===== src/eepp_map.vh =====
// register indices, field positions, reset values and timing for the port
`ifndef EEPP_MAP_VH
`define EEPP_MAP_VH
// register indices; byte address on the bus is four times the index
`define EEPP_IDX_DATA 11'h000
`define EEPP_IDX_STAT 11'h001
`define EEPP_IDX_CTRL 11'h002
`define EEPP_IDX_EPPA 11'h003
`define EEPP_IDX_EPPD 11'h004
`define EEPP_IDX_FIFO 11'h400
`define EEPP_IDX_CFGB 11'h401
`define EEPP_IDX_ECR 11'h402
`define EEPP_IDX_OPT 11'h403
// port mode codes
`define EEPP_M_STD 3'h0
`define EEPP_M_BIDIR 3'h1
`define EEPP_M_COMPAT_FIFO_PORT 3'h2
`define EEPP_M_ECP 3'h3
`define EEPP_M_EPP 3'h4
`define EEPP_M_TEST 3'h6
`define EEPP_M_CFG 3'h7
// field positions
`define EEPP_CTRL_DIR 5
`define EEPP_ECR_ERR 4
`define EEPP_ECR_DMA 3
`define EEPP_ECR_SVC 2
`define EEPP_STAT_TMO 0
`define EEPP_OPT_EPP 0
`define EEPP_OPT_V17 1
// fixed and reset values
`define EEPP_CFGA_VAL 8'h10
`define EEPP_CFGB_RST 5'h00
`define EEPP_CTRL_RST 6'h00
`define EEPP_ECR_RST 3'h0
`define EEPP_OPT_RST 2'h0
// timing
`define EEPP_CLK_NS 10
`define EEPP_TMO_NS 10000
`define EEPP_STB_NS 500
`define EEPP_TMO_CYC (`EEPP_TMO_NS / `EEPP_CLK_NS)
`define EEPP_STB_CYC ((`EEPP_STB_NS + `EEPP_CLK_NS - 1) / `EEPP_CLK_NS)
`endif


===== src/eepp_port.v =====
// enhanced / extended-capabilities parallel port controller, host side
`timescale 1ns/1ps
`default_nettype none
`include "eepp_map.vh"
module eepp_port #(
  parameter P_TMO_CYC = `EEPP_TMO_CYC,
  parameter P_STB_CYC = `EEPP_STB_CYC,
  parameter P_DEPTH = 16,
  parameter P_AW = 4
) (
  // clock and reset
  input wire i_clk_sys,
  input wire i_rst_n,
  // avalon-mm slave
  input wire [12:0] i_avs_address,
  input wire i_avs_read,
  input wire i_avs_write,
  input wire [3:0] i_avs_byteenable,
  input wire [31:0] i_avs_writedata,
  output reg [31:0] o_avs_readdata,
  output reg o_avs_waitrequest,
  // cable status inputs
  input wire i_busy,
  input wire i_acknowledge_in_n,
  input wire i_paper_error,
  input wire i_select,
  input wire i_fault_in_n,
  input wire i_port_wait_n,
  // port data lines
  input wire [7:0] i_port_data_lines,
  output reg [7:0] o_port_data_lines,
  output reg o_port_data_lines_oe,
  // cable control outputs
  output reg o_strobe_write_n,
  output reg o_data_strobe_n,
  output reg o_addr_strobe_n,
  output reg o_init_n,
  // dma request
  output reg o_dma_req
);

  ////////////////////////////////////////////////////////////////////////////
  localparam [1:0] E_IDLE = 2'h0;
  localparam [1:0] E_HOLD = 2'h1;
  localparam [1:0] E_STRB = 2'h2;
  localparam [2:0] H_IDLE = 3'h0;
  localparam [2:0] H_SETUP = 3'h1;
  localparam [2:0] H_STRB = 3'h2;
  localparam [2:0] H_HOLD = 3'h3;
  localparam [2:0] H_RACK = 3'h4;
  localparam [2:0] H_RREL = 3'h5;
  // counts cut on purpose to the width of the counters that use them
  localparam integer L_TMO_I = P_TMO_CYC;
  localparam integer L_STB_I = P_STB_CYC;
  localparam integer L_DEPTH_I = P_DEPTH;
  localparam [15:0] L_TMO = L_TMO_I[15:0];
  localparam [7:0] L_STB = L_STB_I[7:0];
  localparam [P_AW:0] L_DEPTH = L_DEPTH_I[P_AW:0];

  // registers
  reg [7:0] data_latch_ff;
  reg [5:0] ctrl_ff;
  reg [4:0] cfgb_ff;
  reg [2:0] mode_ff;
  reg err_en_ff;
  reg dma_en_ff;
  reg svc_ff;
  reg [1:0] opt_ff;
  reg tmo_ff;
  // fifo
  reg [8:0] fifo_mem [0:P_DEPTH-1];
  reg [P_AW-1:0] wptr_ff;
  reg [P_AW-1:0] rptr_ff;
  reg [P_AW:0] cnt_ff;
  // enhanced cycle engine
  reg [1:0] e_state_ff;
  reg [15:0] e_cnt_ff;
  reg e_low_ff;
  reg e_addr_ff;
  reg e_wr_ff;
  reg [7:0] e_byte_ff;
  // fifo handshake engine
  reg [2:0] h_state_ff;
  reg [7:0] h_cnt_ff;
  reg [7:0] h_byte_ff;
  reg h_tag_ff;
  reg [6:0] rle_ff;
  reg rle_pend_ff;
  reg [6:0] rep_ff;

  ////////////////////////////////////////////////////////////////////////////
  // mode decode
  wire [10:0] idx = i_avs_address[12:2];
  wire epp_on = (mode_ff == `EEPP_M_EPP) & opt_ff[`EEPP_OPT_EPP];
  wire dir_eff = ctrl_ff[`EEPP_CTRL_DIR] &
                 (mode_ff != `EEPP_M_STD) & (mode_ff != `EEPP_M_COMPAT_FIFO_PORT);
  wire m_ecp = (mode_ff == `EEPP_M_ECP);
  wire m_compat_fifo_port = (mode_ff == `EEPP_M_COMPAT_FIFO_PORT);
  wire m_test = (mode_ff == `EEPP_M_TEST);
  wire ecp_fwd = m_ecp & ~dir_eff;
  wire ecp_rev = m_ecp & dir_eff;
  wire full = (cnt_ff == L_DEPTH);
  wire empty = (cnt_ff == {(P_AW+1){1'b0}});
  // stale bytes are dropped when leaving the fifo modes
  wire flush = ~(m_compat_fifo_port | m_ecp | m_test);

  ////////////////////////////////////////////////////////////////////////////
  // bus request decode; one access is taken per acknowledge
  wire req = (i_avs_read | i_avs_write) & o_avs_waitrequest;
  wire acc = req & (e_state_ff == E_IDLE);
  wire wr_ok = i_avs_write & i_avs_byteenable[0];
  wire hit_data = (idx == `EEPP_IDX_DATA);
  wire hit_fifo = (idx == `EEPP_IDX_FIFO);
  wire epp_port = epp_on &
                  ((idx == `EEPP_IDX_EPPA) | (idx == `EEPP_IDX_EPPD));
  wire a_wr = hit_data & ecp_fwd;
  wire f_wr = hit_fifo & (m_compat_fifo_port | ecp_fwd | m_test);
  wire fifo_wr = acc & wr_ok & (a_wr | f_wr);
  // a write to a full fifo stalls the master until a byte drains
  wire blocked = fifo_wr & full;
  wire fifo_rd = acc & i_avs_read & hit_fifo & (ecp_rev | m_test) & ~empty;
  wire plain_ack = acc & ~epp_port & ~blocked;
  wire epp_start = acc & epp_port;
  wire wr_reg = plain_ack & wr_ok;

  // enhanced cycle end: normal completion or watchdog
  wire e_active = (e_state_ff != E_IDLE);
  wire e_tmo = e_active & (e_cnt_ff >= L_TMO);
  wire e_fin = (e_state_ff == E_STRB) & e_low_ff & i_port_wait_n;
  wire e_end = e_fin | e_tmo;

  ////////////////////////////////////////////////////////////////////////////
  // handshake engine pushes and pops
  wire h_cap = (h_state_ff == H_RACK) & ~i_acknowledge_in_n & ~full;
  wire h_cap_push = h_cap & i_busy;
  wire h_rep_push = (h_state_ff == H_IDLE) & ecp_rev &
                    (rep_ff != 7'h00) & ~full;
  wire h_push = h_cap_push | h_rep_push;
  wire h_pop = (h_state_ff == H_IDLE) & ~empty & (ecp_fwd |
               (m_compat_fifo_port & ~i_busy));
  wire push = (fifo_wr & ~full) | h_push;
  wire pop = fifo_rd | h_pop;
  wire [8:0] push_d = fifo_wr ? {a_wr, i_avs_writedata[7:0]} :
                      {1'b0, (h_cap_push ? i_port_data_lines : h_byte_ff)};
  wire [8:0] head = fifo_mem[rptr_ff];

  ////////////////////////////////////////////////////////////////////////////
  // read data mux
  reg [7:0] rmux;
  always @* begin
    rmux = 8'h00;
    case (idx)
      `EEPP_IDX_DATA: begin
        rmux = i_port_data_lines;
      end
      `EEPP_IDX_STAT: begin
        rmux = {~i_busy, i_acknowledge_in_n, i_paper_error, i_select,
                i_fault_in_n, 3'h7};
        if (epp_on) begin
          rmux[`EEPP_STAT_TMO] = tmo_ff;
        end
      end
      `EEPP_IDX_CTRL: begin
        rmux = {2'h3, ctrl_ff};
      end
      `EEPP_IDX_FIFO: begin
        if (mode_ff == `EEPP_M_CFG) begin
          rmux = `EEPP_CFGA_VAL;
        end else if (fifo_rd) begin
          rmux = head[7:0];
        end else begin
          rmux = 8'h00;
        end
      end
      `EEPP_IDX_CFGB: begin
        rmux = {cfgb_ff, 3'h7};
      end
      `EEPP_IDX_ECR: begin
        rmux = {mode_ff, err_en_ff, dma_en_ff, svc_ff, full, empty};
      end
      `EEPP_IDX_OPT: begin
        rmux = {6'h00, opt_ff};
      end
      default: begin
        rmux = 8'h00;
      end
    endcase
  end

  ////////////////////////////////////////////////////////////////////////////
  // software registers
  // offset decode
  always @(posedge i_clk_sys or negedge i_rst_n) begin
    if (!i_rst_n) begin
      data_latch_ff <= 8'h00;
      ctrl_ff <= `EEPP_CTRL_RST;
      cfgb_ff <= `EEPP_CFGB_RST;
      mode_ff <= `EEPP_ECR_RST;
      err_en_ff <= 1'b0;
      dma_en_ff <= 1'b0;
      svc_ff <= 1'b0;
      opt_ff <= `EEPP_OPT_RST;
      tmo_ff <= 1'b0;
    end else begin
      if (wr_reg & hit_data & (mode_ff == `EEPP_M_STD |
          mode_ff == `EEPP_M_BIDIR | epp_on)) begin
        data_latch_ff <= i_avs_writedata[7:0];
      end
      if (wr_reg & (idx == `EEPP_IDX_CTRL)) begin
        ctrl_ff <= i_avs_writedata[5:0];
      end
      if (wr_reg & (idx == `EEPP_IDX_CFGB) & (mode_ff == `EEPP_M_CFG)) begin
        cfgb_ff <= i_avs_writedata[7:3];
      end
      if (wr_reg & (idx == `EEPP_IDX_ECR)) begin
        mode_ff <= i_avs_writedata[7:5];
        err_en_ff <= i_avs_writedata[`EEPP_ECR_ERR];
        dma_en_ff <= i_avs_writedata[`EEPP_ECR_DMA];
      end
      // service bit: hardware set beats a software clear
      if (dma_en_ff & ((ecp_rev & full) | ((m_compat_fifo_port | ecp_fwd) & empty))) begin
        svc_ff <= 1'b1;
      end else if (wr_reg & (idx == `EEPP_IDX_ECR)) begin
        svc_ff <= i_avs_writedata[`EEPP_ECR_SVC];
      end
      if (wr_reg & (idx == `EEPP_IDX_OPT)) begin
        opt_ff <= i_avs_writedata[1:0];
      end
      if (e_tmo) begin
        tmo_ff <= 1'b1;
      end else if (wr_reg & (idx == `EEPP_IDX_STAT) &
                   i_avs_writedata[`EEPP_STAT_TMO]) begin
        tmo_ff <= 1'b0;
      end
    end
  end

  ////////////////////////////////////////////////////////////////////////////
  // bus answer: waitrequest drops for one cycle per taken access
  always @(posedge i_clk_sys or negedge i_rst_n) begin
    if (!i_rst_n) begin
      o_avs_waitrequest <= 1'b1;
      o_avs_readdata <= 32'h0000_0000;
    end else begin
      o_avs_waitrequest <= ~(plain_ack | e_end);
      if (e_end) begin
        o_avs_readdata <= {24'h00_0000, i_port_data_lines};
      end else if (plain_ack) begin
        o_avs_readdata <= {24'h00_0000, rmux};
      end
    end
  end

  ////////////////////////////////////////////////////////////////////////////
  // fifo storage; memory itself needs no reset
  always @(posedge i_clk_sys) begin
    if (push & ~flush) begin
      fifo_mem[wptr_ff] <= push_d;
    end
  end

  // pointers move on each push and pop; count holds when a push and a pop come in one cycle
  always @(posedge i_clk_sys or negedge i_rst_n) begin
    if (!i_rst_n) begin
      wptr_ff <= {P_AW{1'b0}};
      rptr_ff <= {P_AW{1'b0}};
      cnt_ff <= {(P_AW+1){1'b0}};
    end else if (flush) begin
      wptr_ff <= {P_AW{1'b0}};
      rptr_ff <= {P_AW{1'b0}};
      cnt_ff <= {(P_AW+1){1'b0}};
    end else begin
      if (push) begin
        wptr_ff <= wptr_ff + 1'b1;
      end
      if (pop) begin
        rptr_ff <= rptr_ff + 1'b1;
      end
      if (push & ~pop) begin
        cnt_ff <= cnt_ff + 1'b1;
      end else if (pop & ~push) begin
        cnt_ff <= cnt_ff - 1'b1;
      end
    end
  end

  ////////////////////////////////////////////////////////////////////////////
  // enhanced cycle engine
  // four transfer kinds from port and direction
  always @(posedge i_clk_sys or negedge i_rst_n) begin
    if (!i_rst_n) begin
      e_state_ff <= E_IDLE;
      e_cnt_ff <= 16'h0000;
      e_low_ff <= 1'b0;
      e_addr_ff <= 1'b0;
      e_wr_ff <= 1'b0;
      e_byte_ff <= 8'h00;
    end else begin
      case (e_state_ff)
        E_IDLE: begin
          e_cnt_ff <= 16'h0000;
          if (epp_start) begin
            e_addr_ff <= (idx == `EEPP_IDX_EPPA);
            e_wr_ff <= wr_ok;
            e_byte_ff <= i_avs_writedata[7:0];
            if (opt_ff[`EEPP_OPT_V17]) begin
              e_low_ff <= 1'b0;
              e_state_ff <= E_STRB;
            // newer version starts with wait low
            end else if (!i_port_wait_n) begin
              e_low_ff <= 1'b1;
              e_state_ff <= E_STRB;
            end else begin
              e_state_ff <= E_HOLD;
            end
          end
        end
        E_HOLD: begin
          e_cnt_ff <= e_cnt_ff + 16'h0001;
          if (e_tmo) begin
            e_state_ff <= E_IDLE;
          end else if (!i_port_wait_n) begin
            e_low_ff <= 1'b1;
            e_state_ff <= E_STRB;
          end
        end
        E_STRB: begin
          e_cnt_ff <= e_cnt_ff + 16'h0001;
          if (!i_port_wait_n) begin
            e_low_ff <= 1'b1;
          end
          if (e_end) begin
            e_state_ff <= E_IDLE;
          end
        end
        default: begin
          e_state_ff <= E_IDLE;
        end
      endcase
    end
  end

  ////////////////////////////////////////////////////////////////////////////
  // fifo handshake engine: printer, burst forward, burst reverse
  always @(posedge i_clk_sys or negedge i_rst_n) begin
    if (!i_rst_n) begin
      h_state_ff <= H_IDLE;
      h_cnt_ff <= 8'h00;
      h_byte_ff <= 8'h00;
      h_tag_ff <= 1'b0;
      rle_ff <= 7'h00;
      rle_pend_ff <= 1'b0;
      rep_ff <= 7'h00;
    end else begin
      case (h_state_ff)
        H_IDLE: begin
          h_cnt_ff <= 8'h00;
          // repeat the byte after a run-length count
          if (h_rep_push) begin
            rep_ff <= rep_ff - 7'h01;
          // drain compatibility or ecp forward fifo by hardware strobe
          end else if (h_pop) begin
            h_byte_ff <= head[7:0];
            h_tag_ff <= head[8];
            h_state_ff <= H_SETUP;
          end else if (ecp_rev & ~full & (rep_ff == 7'h00)) begin
            h_state_ff <= H_RACK;
          end
        end
        H_SETUP: begin
          h_cnt_ff <= h_cnt_ff + 8'h01;
          if (h_cnt_ff >= L_STB - 8'h01) begin
            h_cnt_ff <= 8'h00;
            h_state_ff <= H_STRB;
          end
        end
        H_STRB: begin
          h_cnt_ff <= h_cnt_ff + 8'h01;
          // printer uses a timed strobe, burst mode waits for busy
          if (m_ecp ? i_busy : (h_cnt_ff >= L_STB - 8'h01)) begin
            h_cnt_ff <= 8'h00;
            h_state_ff <= H_HOLD;
          end
        end
        H_HOLD: begin
          h_cnt_ff <= h_cnt_ff + 8'h01;
          if (m_ecp ? ~i_busy : (h_cnt_ff >= L_STB - 8'h01)) begin
            h_state_ff <= H_IDLE;
          end
        end
        H_RACK: begin
          // reverse byte capture; busy low marks a command
          if (h_cap) begin
            h_byte_ff <= i_port_data_lines;
            h_state_ff <= H_RREL;
            if (i_busy & rle_pend_ff) begin
              rep_ff <= rle_ff;
              rle_pend_ff <= 1'b0;
            end else if (~i_busy & ~i_port_data_lines[7]) begin
              rle_ff <= i_port_data_lines[6:0];
              rle_pend_ff <= 1'b1;
            end
          end else if (~ecp_rev) begin
            h_state_ff <= H_IDLE;
          end
        end
        H_RREL: begin
          if (i_acknowledge_in_n) begin
            h_state_ff <= H_IDLE;
          end
        end
        default: begin
          h_state_ff <= H_IDLE;
        end
      endcase
    end
  end

  ////////////////////////////////////////////////////////////////////////////
  // cable pin drive, all registered
  wire h_fwd = (h_state_ff == H_SETUP) | (h_state_ff == H_STRB) |
               (h_state_ff == H_HOLD);
  wire e_strb = (e_state_ff == E_STRB);
  always @(posedge i_clk_sys or negedge i_rst_n) begin
    if (!i_rst_n) begin
      o_port_data_lines <= 8'h00;
      o_port_data_lines_oe <= 1'b0;
      o_strobe_write_n <= 1'b1;
      o_data_strobe_n <= 1'b1;
      o_addr_strobe_n <= 1'b1;
      o_init_n <= 1'b0;
      o_dma_req <= 1'b0;
    end else begin
      o_init_n <= ctrl_ff[2];
      o_dma_req <= dma_en_ff & (((m_compat_fifo_port | ecp_fwd) & ~full) |
                   (ecp_rev & ~empty));
      // write-select and strobes during a cycle
      if (e_active) begin
        o_port_data_lines <= e_byte_ff;
        o_port_data_lines_oe <= e_wr_ff;
        o_strobe_write_n <= ~e_wr_ff;
        o_data_strobe_n <= ~(e_strb & ~e_addr_ff & ~e_tmo);
        o_addr_strobe_n <= ~(e_strb & e_addr_ff & ~e_tmo);
      end else if (h_fwd) begin
        o_port_data_lines <= h_byte_ff;
        o_port_data_lines_oe <= 1'b1;
        o_strobe_write_n <= (h_state_ff != H_STRB);
        // host ack level marks data high, command low
        o_data_strobe_n <= m_ecp ? ~h_tag_ff : ~ctrl_ff[1];
        o_addr_strobe_n <= ~ctrl_ff[3];
      end else if (ecp_rev) begin
        o_port_data_lines <= data_latch_ff;
        o_port_data_lines_oe <= 1'b0;
        o_strobe_write_n <= ~ctrl_ff[0];
        o_data_strobe_n <= (h_state_ff != H_RACK);
        o_addr_strobe_n <= ~ctrl_ff[3];
      end else begin
        o_port_data_lines <= data_latch_ff;
        o_port_data_lines_oe <= ~dir_eff;
        o_strobe_write_n <= ~ctrl_ff[0];
        o_data_strobe_n <= ~ctrl_ff[1];
        o_addr_strobe_n <= ~ctrl_ff[3];
      end
    end
  end

endmodule
`default_nettype wire


===== config.mk =====
export PLATFORM = sky130hd
export DESIGN_NAME = eepp_port
export DESIGN_NICKNAME = d
export VERILOG_FILES = /design/src/eepp_port.v
export VERILOG_INCLUDE_DIRS = /design/src
export SDC_FILE = /design/constraint.sdc
export NUM_CORES = 1
export LEC_CHECK = 0
export BUFFER_PORTS_ARGS = -buffer_cell sky130_fd_sc_hd__buf_2
export CAP_MARGIN = 20
export CORE_MARGIN = 3
export CORE_UTILIZATION = 40
export CTS_CLUSTER_DIAMETER = 200
export DETAILED_ROUTE_END_ITERATION = 10
export SLEW_MARGIN = 20
export SYNTH_ARGS = -nofsm -noshare
export SYNTH_HDL_FRONTEND = slang
export SYNTH_SLANG_ARGS = --single-unit

===== constraint.sdc =====
create_clock -name i_clk_sys -period 4.88 [get_ports i_clk_sys]
set_clock_uncertainty 0.2 [all_clocks]
set_input_delay 0.976 -clock i_clk_sys [delete_from_list [all_inputs] [get_ports i_clk_sys]]
set_output_delay 0.976 -clock i_clk_sys [all_outputs]
set_load 0.02 [all_outputs]

# After elaboration in Yosys (flattened, before gate mapping)
# Memories as Yosys holds them, arrays and structs flattened.
# Cells that the tools add are included.
[word_totals] in_bits=67 elab_cells=288 reg_bits=152 ramBits=144 output_inout_bits=47 mem_count=1
[mem_list] memory="fifo_mem" words=16 word_bits=9 rd=1 rd_clocked_by_memory_dff=0 wr=1 line_no="eepp_port.v:71" source="reg [8:0] fifo_mem [0:P_DEPTH-1];"
[classes] n_bitwise=103 order_cmp=2 n_eq_ne=43 muxes=71 reduce_logical=27 add_sub_neg=7
[ops] op="8-bit 2-to-1 mux" count=10
[ops] op="32-bit 2-to-1 mux" count=2
[ops] op="1-bit AND" count=61
[ops] op="8-bit case mux with 7 select lines" count=1
[ops] op="11-bit == test, second input constant" count=4
[ops] op="16-bit case mux with 2 select lines" count=1
[ops] op="8-bit case mux with 4 select lines" count=1
[ops] op="3-bit 2-to-1 mux" count=9
[ops] op="2-bit inequality test, second input constant" count=13
[ops] op="1-bit 2-to-1 mux" count=25
[ops] op="11-bit by 2-bit == test with 1-bit output, second input constant" count=2
[ops] op="1-bit inverter" count=22
[ops] op="7-bit 2-to-1 mux" count=3
[ops] op="1-bit OR" count=20
[ops] op="3-bit case mux with 6 select lines" count=1
[ops] op="16-bit by 1-bit adder with 16-bit output, second input constant" count=1
[ops] op="16-bit by 10-bit greater-or-equal comparator with 1-bit output, second input constant" count=1
[ops] op="4-bit 2-to-1 mux" count=4
[ops] op="8-bit case mux with 2 select lines" count=1
[ops] op="3-bit == test, second input constant" count=5
[ops] op="5-bit 2-to-1 mux" count=3
[ops] op="7-bit case mux with 2 select lines" count=1
[ops] op="2-bit nonzero test" count=7
[ops] op="3-bit by 2-bit == test with 1-bit output, second input constant" count=4
[ops] op="other kinds (33)" count=51

# Logic depth before layout (Yosys ltp)
[logic_depth] ltp_word=18 mapped_depth=14 mapped_depth_nobuf=13

# Worst setup path after synthesis
# No wires, ideal clock.
[synth_path] path_type="input to register" startpoint="input i_avs_address[2]" endpoint="register cnt_ff[4]" required_ps=4601 setup_ps=79 path_buffers=2 arrival_time_ps=3990 stages=12 path_slack_ps=610 path_cell_list="buf_6 or4b_4 or4_4 or3_1 buf_6 a21oi_4 inv_2 fa_1 a21o_1 a21oi_1 mux2i_1 mux2i_1"
[synth_between] elab_chain_cells=9 word_cells_on_any_way=19 classes_between="eq/ne: 2; mux: 2; bitwise: 14; reduce/logical: 1"
[synth_lines] item="start: declaration" line_no="eepp_port.v:15" source="input wire [12:0] i_avs_address,"
[synth_lines] item="11-bit == test / 11-bit logical NOT (equally long branches)"
[synth_lines] item="1-bit AND, on equally long branches" line_no="eepp_port.v:117, eepp_port.v:116, eepp_port.v:121"
[synth_lines] item="1-bit OR / 1-bit AND (equally long branches)" line_no="eepp_port.v:118, eepp_port.v:121"
[synth_lines] item="1-bit AND, on equally long branches" line_no="eepp_port.v:118, eepp_port.v:121"
[synth_lines] item="1-bit AND / 1-bit OR (equally long branches)" line_no="eepp_port.v:141, eepp_port.v:142"
[synth_lines] item="1-bit OR / 1-bit inverter (equally long branches)" line_no="eepp_port.v:141, eepp_port.v:279"
[synth_lines] item="1-bit inverter / 1-bit AND (equally long branches)" line_no="eepp_port.v:281, eepp_port.v:279"
[synth_lines] item="1-bit AND / 5-bit 2-to-1 mux (equally long branches)" line_no="eepp_port.v:281, eepp_port.v:279"
[synth_lines] item="3-bit by 1-bit inequality test with 1-bit output (no line) / 5-bit 2-to-1 mux (equally long branches)"
[synth_lines] item="end signal: assignment" line_no="eepp_port.v:271" source="cnt_ff <= {(P_AW+1){1'b0}};"
[synth_lines] item="end signal: assignment" line_no="eepp_port.v:280" source="cnt_ff <= cnt_ff + 1'b1;"
[synth_lines] item="end signal: assignment" line_no="eepp_port.v:282" source="cnt_ff <= cnt_ff - 1'b1;"
[synth_lines] item="end: declaration" line_no="eepp_port.v:74" source="reg [P_AW:0] cnt_ff;"
# Several ways; a longest one is shown, not always the timed one.
# A chain may end at the register's enable or synchronous reset.

# Final worst setup path
[layout_path] startpoint="input i_avs_address[7]" endpoint="register cnt_ff[4]"
# Same word-level chain as after synthesis.

==> flow_summary.toml <==
[layout]
multiInputGateArea_um2 = 5040
syn2layout_area_growth_pct = 14.1
seqCellArea_um2 = 7530
drive_gt1_share_pct = 22.5
diodes = 0
fill_cells = 2848
final_core_util_pct = 46.4
fin_nets = 1165

[critical_path]
crit_path_end_kind = "register"
startpoint = "i_avs_address[7]"
reg2reg_slack_ns = 1.02
crit_required_ns = 5.16
crit_fanout = 10
r2r_start = "h_state_ff[2]$_DFFE_PN0P_"
worstPathArrival_ns = 4.26
critPathKind = "in2reg"
crit_path_start_kind = "primary input"

[yosys]
synthCells = 1004
ys_seq_elements = 272
ys_warn_count = 0
synth_edf_count = 144
synth_area_um2 = 12900
async_flop_share_pct = 47.1
synthFlopType = "edfxtp_1"
seq_area_frac_synth_pct = 58.4
synth_area_per_cell_um2 = 12.9
synth_cell_type_count = 77

[sta]
fin_setup_tns_ns = 0
final_max_slew_viol_count = 0
relSlewSlack_pct = 27.8
period_minus_slack_ns = 3.98
period_share_pct = 81.5
final_hold_viol_count = 0
rsz0062_at_grt = "no"
timing.fmax_mhz = 251
worst_pin_slew_ns = 1.08
setup_viol = 0

[run]
drv_cap = 0

[worst_hold_path]
min_from = "e_wr_ff$_DFFE_PN0P_"
hp-class = "reg2reg"

[placement]
port_buffers = 60
place_congestion = 0.850
dp_hpwl_um = 20800

[cts]
cts_buffer_depth = 3
post_cts_resized = 0
htreeDepth = 1
clock-sinks = 272
postCtsHoldBufs = 0
cts_buffers = 30
clk_latency_ns = 0.55
path_clk_slew_ns = 0.06
cts_tree = "yes"
post_cts_buffers = 0
clockRootBuffer = "clkbuf_16"

[routing]
post-route-drc-count = 0
routed_wl_um = 29800
ant_nets = 0
vias = 8276
wl_per_cell_um = 19.8
drt_iter0_markers = 570
viasPerCell = 5.51
firstDrtPassIters = 5

[floorplan]
start_util_pct = 40.7
row_count = 65
die_area_um2 = 34500
io_pins = 114
core-area_um2 = 31700
die_y_um = 186
die_w_um = 186

[power]
power_uw = 6460
power_density_nw_per_um2 = 439
ir_drop_v = 0.000247
leakage_uw = 0.00571

[global_route]
grt_remaining_overflow = 0
grt_first_pass_wirelength_um = 46700
antenna_found_initial = 0
grt_max_degree = 102
grt_pass1_vias = 7996
gr-usage-all-layers_pct = 17.3

[outcome]
outcome = "completed"
-- state kept, by name, indices dropped and copies added, names as in the netlist, 2 cells and up --
name               cells
e_byte_ff              8
wptr_ff                4
rle_ff                 7
h_byte_ff              8
mode_ff                3
data_latch_ff          8
h_cnt_ff               8
h_state_ff             3
cnt_ff                 5
rep_ff                 7
e_cnt_ff              16
opt_ff                 2
rptr_ff                4
fifo_mem             144
o_port_data_lines      8
e_state_ff             2
o_avs_readdata         8
cfgb_ff                5
ctrl_ff                6
-- through the flow --
stage,cells,hold slack [ns],setup slack (ns),area (um^2)
2_1_floorplan,1027,0.170,0.610,13000
3_3_place_gp,1447,0.205,0.371,13700
3_5_place_dp,1447,0.218,0.376,13700
4_1_cts,1503,0.229,0.931,14700
5_1_grt,1503,0.265,0.718,14700
6_report,1503,0.227,0.903,14700
-- report_power, final --
group	total [uW]	internal [uW]	switching, uW
Clock	2350	1450	902
Sequential	2920	2760	153
Combinational	1190	417	773
Total	6460	4640	1830
-- Yosys cell counts (all sizes together) (10+ instances only) --
cell type,number,area (um^2)
a21o,10,75.1
a21oi,55,287
a31oi,12,75.1
and2,17,109
buf,33,231
clkbuf,35,131
dfrtp,124,3100
edfxtp,144,4320
ha,20,250
inv,28,105
mux2,38,428
mux2i,39,390
mux4,45,1010
nand2,79,297
nand3,18,90.1
nand4,14,87.6
nor2,95,357
nor3,21,110
o21ai,30,150
xnor2,10,87.6
xor2,17,149
-- cell usage in the layout, fill, tap and decap left out, types with 5 or more instances in the layout --
cell type and instances:
a211oi_1 7, a21o_1 10, a21oi_1 46, a21oi_2 8, a31oi_1 12, and2_1 16, and3_1 7, buf_2 59
buf_4 26, bufinv_16 5, clkbuf_1 6, clkbuf_16 30, conb_1 24, dfrtp_1 123, edfxtp_1 144, ha_1 20
inv_1 27, mux2_2 38, mux2i_1 39, mux4_2 45, nand2_1 79, nand2b_1 5, nand3_1 18, nand4_1 14
nor2_1 95, nor2b_1 6, nor3_1 19, o21ai_0 28, o22ai_1 9, or4_1 5, xnor2_1 10, xor2_1 17
-- cell type report --
class                      count  share of cell area [%]
timing repair buffer          86                    3.41
inverter                      28                   0.713
clock buffer                  40                    5.62
sequential                   272                    51.1
multi-input combinational    659                    34.2
tap                          402                    3.41
clock inverter                16                    1.49
-- worst max-delay path: stages --
cell     delay, ns
buf_2         0.10
or4_1         0.59
or4_4         0.54
or3_1         0.45
a21oi_4       0.23
inv_2         0.13
fa_1          0.42
a21o_1        0.20
a21oi_1       0.17
mux2i_1       0.25
mux2i_1       0.20
-- worst paths after layout --
path,to,cells after the start
max reg2reg,cnt_ff[4]$_DFFE_PN0P_,10
min,o_strobe_write_n$_DFF_PN1_,1
min in group asynchronous,e_cnt_ff[1]$_DFFE_PN0P_,1
min reg2reg,o_strobe_write_n$_DFF_PN1_,1
max,cnt_ff[4]$_DFFE_PN0P_,11
max in group asynchronous,o_strobe_write_n$_DFF_PN1_,2
-- cells by family after synthesis --
logic type      synth area share [%]
compound gates                  7.66
xor+xnor                        1.83
fa+ha+maj                       2.09
buf+inv                         3.63
flops                           58.4
mux                             14.2
other cells                   0.0291
simple gates                    12.2
-- metal layers --
layer | wire, um | track usage (%) | share of wire, % | vias up
met5 | 0 | 0 | 0 | -
met4 | 858 | 4.83 | 2.9 | 0
met3 | 1590 | 2.56 | 5.3 | 57
met2 | 13600 | 27.2 | 46 | 249
met1 | 13700 | 25.3 | 46 | 4131
li1 | - | - | - | 3839
Note: power is estimated with default switching activity, not from simulation.
